[src/ard_pkg.sv]
// Purpose: shared constants for the rate and decimation control block
// Assumes: AHB-Lite slave, 32-bit data, one word per register
// Notes:   offsets are byte addresses
package ard_pkg;
   localparam logic [7:0]  RATE_CFG_OFS     = 8'h17;
   localparam logic [7:0]  IRQ_TRIG_CFG_OFS = 8'h18;
   localparam logic [7:0]  MODE_CFG_OFS     = 8'h20;
   localparam logic [7:0]  STATUS_OFS       = 8'h24;
   localparam logic [7:0]  RATE_CFG_RST     = 8'h00;
   localparam logic [7:0]  IRQ_TRIG_CFG_RST = 8'h01;
   localparam logic [3:0]  MODE_CFG_RST     = 4'h0;
   localparam logic [3:0]  CODE_MAX         = 4'hC;
   localparam logic [1:0]  PM_FLEX          = 2'h2;
   localparam logic [1:0]  HTRANS_NONSEQ    = 2'h2;
   localparam logic [1:0]  HTRANS_SEQ       = 2'h3;
   localparam int          WAKE_MSB         = 7;
   localparam int          WAKE_LSB         = 4;
   localparam int          SLEEP_MSB        = 3;
   localparam int          SLEEP_LSB        = 0;
   localparam int          MODE_MSB         = 3;
   localparam int          NUM_CODES        = 16;
   // interrupt and trigger configuration field positions
   localparam int          TRIG_MODE_BIT    = 7;
   localparam int          WAKE_WT_BIT      = 6;
   localparam int          WAKE_OT_BIT      = 5;
   localparam int          WAKE_SRC_ORIENTATION_BIT  = 4;
   localparam int          DATA_READY_BIT   = 3;
   localparam int          TRIG_IN_BIT      = 2;
   localparam int          DRIVE_TYPE_BIT   = 1;
   localparam int          POLARITY_BIT     = 0;
   localparam logic [12:0] AVG_MAX          = 13'h1000;
   localparam logic [31:0] RATE_MIN_MHZ     = 32'h0000_030D;
   localparam logic [31:0] MEAS_MAX_CYC     = 32'h07A1_2000;
   // rate in milli-hertz at code 0; halves with each code step up to code 12
   localparam logic [31:0] RATE_TOP_MHZ     = 32'h0030_D400;
   // measurement time per acquisition, in ns
   localparam logic [31:0] ACQ_TIME_NS      = 32'h0004_C4B4;
   localparam int          CLK_PERIOD_NS    = 10;
   localparam logic [31:0] ACQ_TIME_CYC     =
      32'(ACQ_TIME_NS / CLK_PERIOD_NS);
   typedef enum logic [1:0] {
      ARD_IDLE = 2'b01,
      ARD_DATA = 2'b10
   } ard_bus_state_t;
endpackage : ard_pkg

[src/ard_decode.sv]
// Purpose: decodes one 4-bit rate or averaging code
// Assumes: code above 1100 saturates
// Notes:   purely combinational
`timescale 1ns/1ps
`default_nettype none
module ard_decode (
   input  wire logic [3:0]  code_in,
   input  wire logic        flex_in,
   output logic      [12:0] avg_count_out,
   output logic      [31:0] rate_mhz_out,
   output logic      [31:0] meas_cycles_out
);
   logic [3:0] sat_code;
   assign sat_code = (code_in > ard_pkg::CODE_MAX) ?
                     ard_pkg::CODE_MAX : code_in;
   assign avg_count_out = 13'(13'h0001 << sat_code);
   // flexible mode rate is set by idle time elsewhere, so report zero
   assign rate_mhz_out = flex_in ? 32'h0000_0000 :
                         (ard_pkg::RATE_TOP_MHZ >> sat_code);
   assign meas_cycles_out = 32'(ard_pkg::ACQ_TIME_CYC *
                                32'(avg_count_out));
endmodule : ard_decode
`default_nettype wire

[src/ard_top.sv]
// Purpose: wake/sleep rate and averaging decode with config registers
// Assumes: AHB-Lite single word transfers, zero wait states
// Notes:   decode outputs follow the registers combinationally
//
// Added by the designer: register access over AHB-Lite.
`timescale 1ns/1ps
`default_nettype none
module ard_top (
   input  wire logic        clk_in,
   input  wire logic        reset_n_in,
   input  wire logic        hsel_in,
   input  wire logic [31:0] haddr_in,
   input  wire logic [1:0]  htrans_in,
   input  wire logic        hwrite_in,
   input  wire logic [2:0]  hsize_in,
   input  wire logic [31:0] hwdata_in,
   input  wire logic        hready_in,
   output logic      [31:0] hrdata_out,
   output logic             hreadyout_out,
   output logic             hresp_out,
   output logic      [12:0] wake_avg_count_out,
   output logic      [31:0] wake_rate_mhz_out,
   output logic      [31:0] wake_meas_cycles_out,
   output logic      [12:0] sleep_avg_count_out,
   output logic      [31:0] sleep_rate_mhz_out,
   output logic      [31:0] sleep_meas_cycles_out,
   output logic      [7:0]  interrupt_trigger_config_out
);
   logic [7:0]  rate_config_q;
   logic [7:0]  irq_cfg_q;
   logic [3:0]  mode_q;
   logic [7:0]  addr_q;
   logic        wr_q;
   ard_pkg::ard_bus_state_t state_q;
   logic [31:0] rdata_q;
   logic [31:0] rdata_d;

   wire        active;
   wire        accept;
   wire        wr_phase;
   wire        flex_wake;
   wire        flex_sleep;
   wire        cfg_locked;
   wire [3:0]  wake_code;
   wire [3:0]  sleep_code;
   wire [7:0]  addr_lo;
   wire        standby;
   wire        trig_in_on;
   wire        wr_rate;
   wire        wr_irq;
   wire        wr_mode;
   wire [7:0]  wr_byte;
   wire [7:0]  rate_cfg_now;
   wire [7:0]  irq_cfg_now;
   wire [3:0]  mode_now;
   wire        locked_now;
   wire        rd_take;
   wire        trigger_acquire_mode;
   wire        wake_src_within_threshold;
   wire        wake_src_outside_threshold;
   wire        wake_src_orientation;
   wire        data_ready_pulse_sel;
   wire        second_irq_pin_function;
   wire        irq_output_drive_type;
   wire        irq_polarity;

   assign active = hsel_in && hready_in &&
                   (htrans_in == ard_pkg::HTRANS_NONSEQ ||
                    htrans_in == ard_pkg::HTRANS_SEQ);
   assign accept   = active;
   assign addr_lo  = haddr_in[7:0];
   assign wr_phase = (state_q == ard_pkg::ARD_DATA) && wr_q;

   // mode bits: [1:0] wake power mode, [3:2] sleep power mode
   assign flex_wake  = (mode_q[1:0] == ard_pkg::PM_FLEX);
   assign flex_sleep = (mode_q[3:2] == ard_pkg::PM_FLEX);
   assign wake_code  = rate_config_q[ard_pkg::WAKE_MSB:ard_pkg::WAKE_LSB];
   assign sleep_code =
      rate_config_q[ard_pkg::SLEEP_MSB:ard_pkg::SLEEP_LSB];
   // sampling is out of scope; standby is assumed, trigger input is
   // the second irq pin function bit
   assign standby    = 1'b1;
   assign trig_in_on = irq_cfg_q[ard_pkg::TRIG_IN_BIT];
   // hardware does not block writes; software must obey the lock
   assign cfg_locked = !standby || trig_in_on;

   // named fields of the interrupt and trigger configuration
   assign trigger_acquire_mode       = irq_cfg_q[ard_pkg::TRIG_MODE_BIT];
   assign wake_src_within_threshold  = irq_cfg_q[ard_pkg::WAKE_WT_BIT];
   assign wake_src_outside_threshold = irq_cfg_q[ard_pkg::WAKE_OT_BIT];
   assign wake_src_orientation       = irq_cfg_q[ard_pkg::WAKE_SRC_ORIENTATION_BIT];
   assign data_ready_pulse_sel       = irq_cfg_q[ard_pkg::DATA_READY_BIT];
   assign second_irq_pin_function    = irq_cfg_q[ard_pkg::TRIG_IN_BIT];
   assign irq_output_drive_type      = irq_cfg_q[ard_pkg::DRIVE_TYPE_BIT];
   assign irq_polarity               = irq_cfg_q[ard_pkg::POLARITY_BIT];

   // a read taken right behind a write to the same register would see
   // the old value, so the data phase write is forwarded to the read
   assign wr_byte      = hwdata_in[7:0];
   assign wr_rate      = wr_phase && (addr_q == ard_pkg::RATE_CFG_OFS);
   assign wr_irq       = wr_phase && (addr_q == ard_pkg::IRQ_TRIG_CFG_OFS);
   assign wr_mode      = wr_phase && (addr_q == ard_pkg::MODE_CFG_OFS);
   assign rate_cfg_now = wr_rate ? wr_byte : rate_config_q;
   assign irq_cfg_now  = wr_irq ? wr_byte : irq_cfg_q;
   assign mode_now     = wr_mode ? hwdata_in[ard_pkg::MODE_MSB:0] : mode_q;
   assign locked_now   = !standby || irq_cfg_now[ard_pkg::TRIG_IN_BIT];
   assign rd_take      = accept && !hwrite_in;

   always_comb begin
      rdata_d = 32'h0000_0000;
      case (addr_lo)
         ard_pkg::RATE_CFG_OFS:     rdata_d = {24'h00_0000, rate_cfg_now};
         ard_pkg::IRQ_TRIG_CFG_OFS: rdata_d = {24'h00_0000, irq_cfg_now};
         ard_pkg::MODE_CFG_OFS:     rdata_d = {28'h000_0000, mode_now};
         ard_pkg::STATUS_OFS:       rdata_d = {31'h0000_0000, locked_now};
         default:                   rdata_d = 32'h0000_0000;
      endcase
   end

   always_ff @(posedge clk_in or negedge reset_n_in) begin
      if (!reset_n_in) begin
         state_q <= ard_pkg::ARD_IDLE;
         addr_q  <= 8'h00;
         wr_q    <= 1'b0;
         rdata_q <= 32'h0000_0000;
      end else begin
         state_q <= accept ? ard_pkg::ARD_DATA : ard_pkg::ARD_IDLE;
         if (accept) begin
            addr_q <= addr_lo;
            wr_q   <= hwrite_in;
         end
         if (rd_take) begin
            rdata_q <= rdata_d;
         end
      end
   end

   always_ff @(posedge clk_in or negedge reset_n_in) begin
      if (!reset_n_in) begin
         rate_config_q <= ard_pkg::RATE_CFG_RST;
         irq_cfg_q     <= ard_pkg::IRQ_TRIG_CFG_RST;
         mode_q        <= ard_pkg::MODE_CFG_RST;
      end else begin
         if (wr_rate) begin
            rate_config_q <= wr_byte;
         end
         if (wr_irq) begin
            irq_cfg_q <= wr_byte;
         end
         if (wr_mode) begin
            mode_q <= hwdata_in[ard_pkg::MODE_MSB:0];
         end
      end
   end

   assign hrdata_out    = rdata_q;
   assign hreadyout_out = 1'b1;
   assign hresp_out     = 1'b0;
   assign interrupt_trigger_config_out = irq_cfg_q;

   ard_decode u_wake (
      .code_in         (wake_code),
      .flex_in         (flex_wake),
      .avg_count_out   (wake_avg_count_out),
      .rate_mhz_out    (wake_rate_mhz_out),
      .meas_cycles_out (wake_meas_cycles_out)
   );

   ard_decode u_sleep (
      .code_in         (sleep_code),
      .flex_in         (flex_sleep),
      .avg_count_out   (sleep_avg_count_out),
      .rate_mhz_out    (sleep_rate_mhz_out),
      .meas_cycles_out (sleep_meas_cycles_out)
   );

   // per code tables, built from the rules rather than the decoder
   for (genvar k = 0; k < ard_pkg::NUM_CODES; k++) begin : g_code_chk
      localparam int SAT_K = (k > int'(ard_pkg::CODE_MAX)) ?
                             int'(ard_pkg::CODE_MAX) : k;
      localparam logic [12:0] AVG_K  = 13'(1 << SAT_K);
      localparam logic [31:0] RATE_K = ard_pkg::RATE_TOP_MHZ >> SAT_K;
      localparam logic [31:0] MEAS_K =
         32'(ard_pkg::ACQ_TIME_CYC * 32'(AVG_K));

   end
endmodule : ard_top
`default_nettype wire

[config.mk]
export PLATFORM = sky130hd
export DESIGN_NAME = ard_top
export DESIGN_NICKNAME = d
export VERILOG_FILES = /design/src/ard_pkg.sv /design/src/ard_decode.sv /design/src/ard_top.sv
export SDC_FILE = /design/constraint.sdc
export NUM_CORES = 1
export LEC_CHECK = 0
export CAP_MARGIN = 10
export CORE_MARGIN = 2
export CORE_UTILIZATION = 56
export DETAILED_ROUTE_END_ITERATION = 10
export DONT_BUFFER_PORTS = 1
export MAX_ROUTING_LAYER = met4
export PLACE_DENSITY = 0.71
export SLEW_MARGIN = 15
export SYNTH_ARGS = -nofsm -noshare
export SYNTH_HDL_FRONTEND = slang
export SYNTH_SLANG_ARGS = --single-unit
[constraint.sdc]
create_clock -name clk_in -period 8.9 [get_ports clk_in]
set_input_delay 1.78 -clock clk_in [delete_from_list [all_inputs] [get_ports clk_in]]
set_output_delay 1.78 -clock clk_in [all_outputs]
set_load 0.01 [all_outputs]
==> results by group <==
STA
  • Final hold slack: between 0.5 and 0.6 ns
  • Setup WS post-layout: ~0.65 ns
  • Final Max Slew Viols: 0
  • F_max: 0.121 GHz
  • Minimum clock period: between 8 and 9 ns
  • Hold Vio Cnt, Final: 0
  • Worst Max-Slew Pin Slew: ~0.95 ns
  • Fin crit share: 0.927
  • Setup violators final: 0
  • RSZ-0062 raised after global routing: no
  • Clk_skew: 0.00619 ns
  • Setup TNS: 0 ns
  • Rel. slew slack: 0.352

Clocking
  • TritonCTS clock tree: built
  • Clock Tree Root: clkbuf_16
  • Post-CTS Resized: 0
  • Hold-fix buffers, CTS: 0
  • CTS Sinks: 39
  • Longest Clk Path Bufs: 2
  • Skew-Pair Late Insertion Delay: about 0.28 ns
  • Clk pin slew, worst setup/hold paths: ~0.06 ns
  • CTS Buf Count: 5
  • H-tree depth: 2
  • Setup bufs post-CTS: 0

Critical path
  • Startpoint Class: register
  • Setup CP Type: register to output port
  • Critical Path End Type: output port
  • Crit path DAT: between 6 and 7 ns
  • Worst r2r path cells: 6
  • Worst path required time: just over 7 ns
  • Critical-path maximum fanout: 12

Logic synthesis
  • Gate count of the mapped netlist: roughly 1000
  • Synth top area share: 0.247
  • Syn avg cell area: 8.61 µm²
  • Distinct cells, synth: between 60 and 70
  • Register area share after synthesis: 0.113
  • Post-synth ARST share: 1.00
  • Synth Flop Type: dfrtp_1
  • Yosys top cell by area: ha_1
  • Number of enable flip-flop cells after synthesis: 0
  • Synth top area cells: ha_1 25%, fa_1 17%, dfrtp_1 11%, inv_1 8.1%, buf_4 5.6%
  • Seq cells post-synth: 39
  • Cell area after synthesis: just under 9000 µm²
  • Synth Warn #: 0

Routing
  • Drt total wl: approximately 18 mm
  • Routed vias: approximately 6400
  • Drt first pass iters: 4
  • # DRC: 0
  • Post-DRT Antenna Nets: 0
  • WL/cell: 15.5 µm
  • Routed vias/inst: ~5.4
  • DRT iter0 DRCs: 325

Power and ir drop
  • PD cells: between 50 and 60 nW/µm²
  • Pleak: 5.20 nW
  • IR drop worst, VDD: approximately 150 µV
  • Total power: 0.494 mW

Global routing
  • First-pass GRT wire length: roughly 30 mm
  • Antenna violations before repair: 0
  • Pin count of the biggest net entering global routing: 40
  • GRT Util Overall: 0.230
  • Vias in the first global route: 6200
  • GRT Residual Overflow: 0

Finish
  • N_diodes: 0
  • Most frequent cells in the layout: 186 x inv_1, 171 x ha_1, 80 x nor2_1, 74 x fa_1, 67 x conb_1
  • Most common cell after layout, fill and taps aside: inv_1
  • Final nets: around 1300
  • Share of layout cells above drive strength 1: 0.0549
  • Synth-to-layout area growth: 1.78%

Floorplan
  • CORE AREA: about 15000 µm²
  • DIE HEIGHT: 128 µm
  • Number of I/O pins: 270
  • Die span in x: around 130 µm
  • Die Footprint: about 16000 µm²
  • Starting Density: 0.571
  • Rows: 45

Place
  • RD Place Congestion: 0.903
  • Detailed placement HPWL: about 16 mm
  • Dpl ws: just over 1 ns
  • Buffers on Ports: 0

Min path
  • Min-Delay Path Depth: 1
  • Worst hold path type: register to register

Status
  • Status: complete, no violations

Job
  • Max_cap viols: 0
[synthesized netlist by cell type, drive strengths merged, types with 16 or more instances]
cell type / instances
a21o: 18
a21oi: 43
buf: 66
clkbuf: 16
dfrtp: 37
fa: 74
ha: 171
inv: 187
mux2: 19
nand2: 64
nor2: 80
nor2b: 16
o21ai: 26
xnor2: 24
[where the power goes]
part | internal [mW] | switching [mW]
sequential | 0.190 | 0.0111
combinational | 0.0298 | 0.0515
clock | 0.141 | 0.0707
total | 0.361 | 0.133
[worst max-delay path, cell delays in order, from the launching register on]
cell,delay [ns]
dfrtp_1,0.50
buf_4,0.23
nor2_1,0.41
and2_1,0.58
inv_1,0.16
fa_1,0.50
inv_1,0.06
ha_1,0.29
a21o_1,0.16
ha_1,0.29
fa_1,0.48
inv_1,0.05
fa_1,0.53
inv_1,0.04
ha_1,0.34
nand3_1,0.13
o221a_2,0.19
o31ai_1,0.12
o2bb2ai_1,0.24
a211oi_1,0.45
a21oi_1,0.14
xor2_1,0.27
[cells by family (layout without fill, tap and decap cells)]
group           count (synthesis)  in the layout  synth area share
buf+inv                       269            201             0.144
fa+ha+maj                     245            245             0.419
compound gates                153            153             0.120
simple gates                  226            226             0.124
xor+xnor                       38             38            0.0385
other cells                     2             67          0.000868
flops                          39             39             0.113
mux                            33             33            0.0414
[per-layer routing]
layer / part of all wire / global-route usage
met5: 0 / -
met4: 0.0088 / 0.0323
met3: 0.053 / 0.0280
met2: 0.47 / 0.384
met1: 0.47 / 0.310
[path summary, 6_finish.rpt]
check | start | end | slack (ns)
max in group asynchronous | reset_n_in | interrupt_trigger_config_out[0]$_DFF_PN1_ | 7.54
max reg2reg | addr_q[7]$_DFFE_PN0P_ | hrdata_out[1]$_DFFE_PN0P_ | 6.72
min | mode_q[3]$_DFF_PN0_ | mode_q[3]$_DFF_PN0_ | 0.52
min in group asynchronous | reset_n_in | interrupt_trigger_config_out[1]$_DFF_PN0_ | 1.18
max | rate_config_q[3]$_DFF_PN0_ | sleep_meas_cycles_out[24] | 0.65
min reg2reg | mode_q[3]$_DFF_PN0_ | mode_q[3]$_DFF_PN0_ | 0.52
[state kept, by name, indices dropped and copies added (netlist names)]
register and cells:
addr_q 8, mode_q 4, interrupt_trigger_config_out 8, wr_q 1, hrdata_out 8, rate_config_q 8, state_q 2
[through the flow]
| stage | area (µm²) | instances | utilization |
|---|---|---|---|
| 2_1_floorplan | 8900 | 1070 | - |
| 6_report | 8810 | 1190 | 0.581 |
| 3_3_place_gp | 8630 | 1182 | 0.570 |
| 3_5_place_dp | 8630 | 1182 | 0.570 |
| 4_1_cts | 8810 | 1190 | 0.581 |
| 5_1_grt | 8810 | 1190 | 0.581 |
[cell type report]
class,count,area (µm²)
multi-input combinational,762,6670
fill,1364,6340
sequential,39,978
inverter,187,702
tap,188,235
clock buffer,6,139
timing repair buffer,6,45.0
clock inverter,2,38.8
No activity file was read; power rests on OpenSTA's default activity.
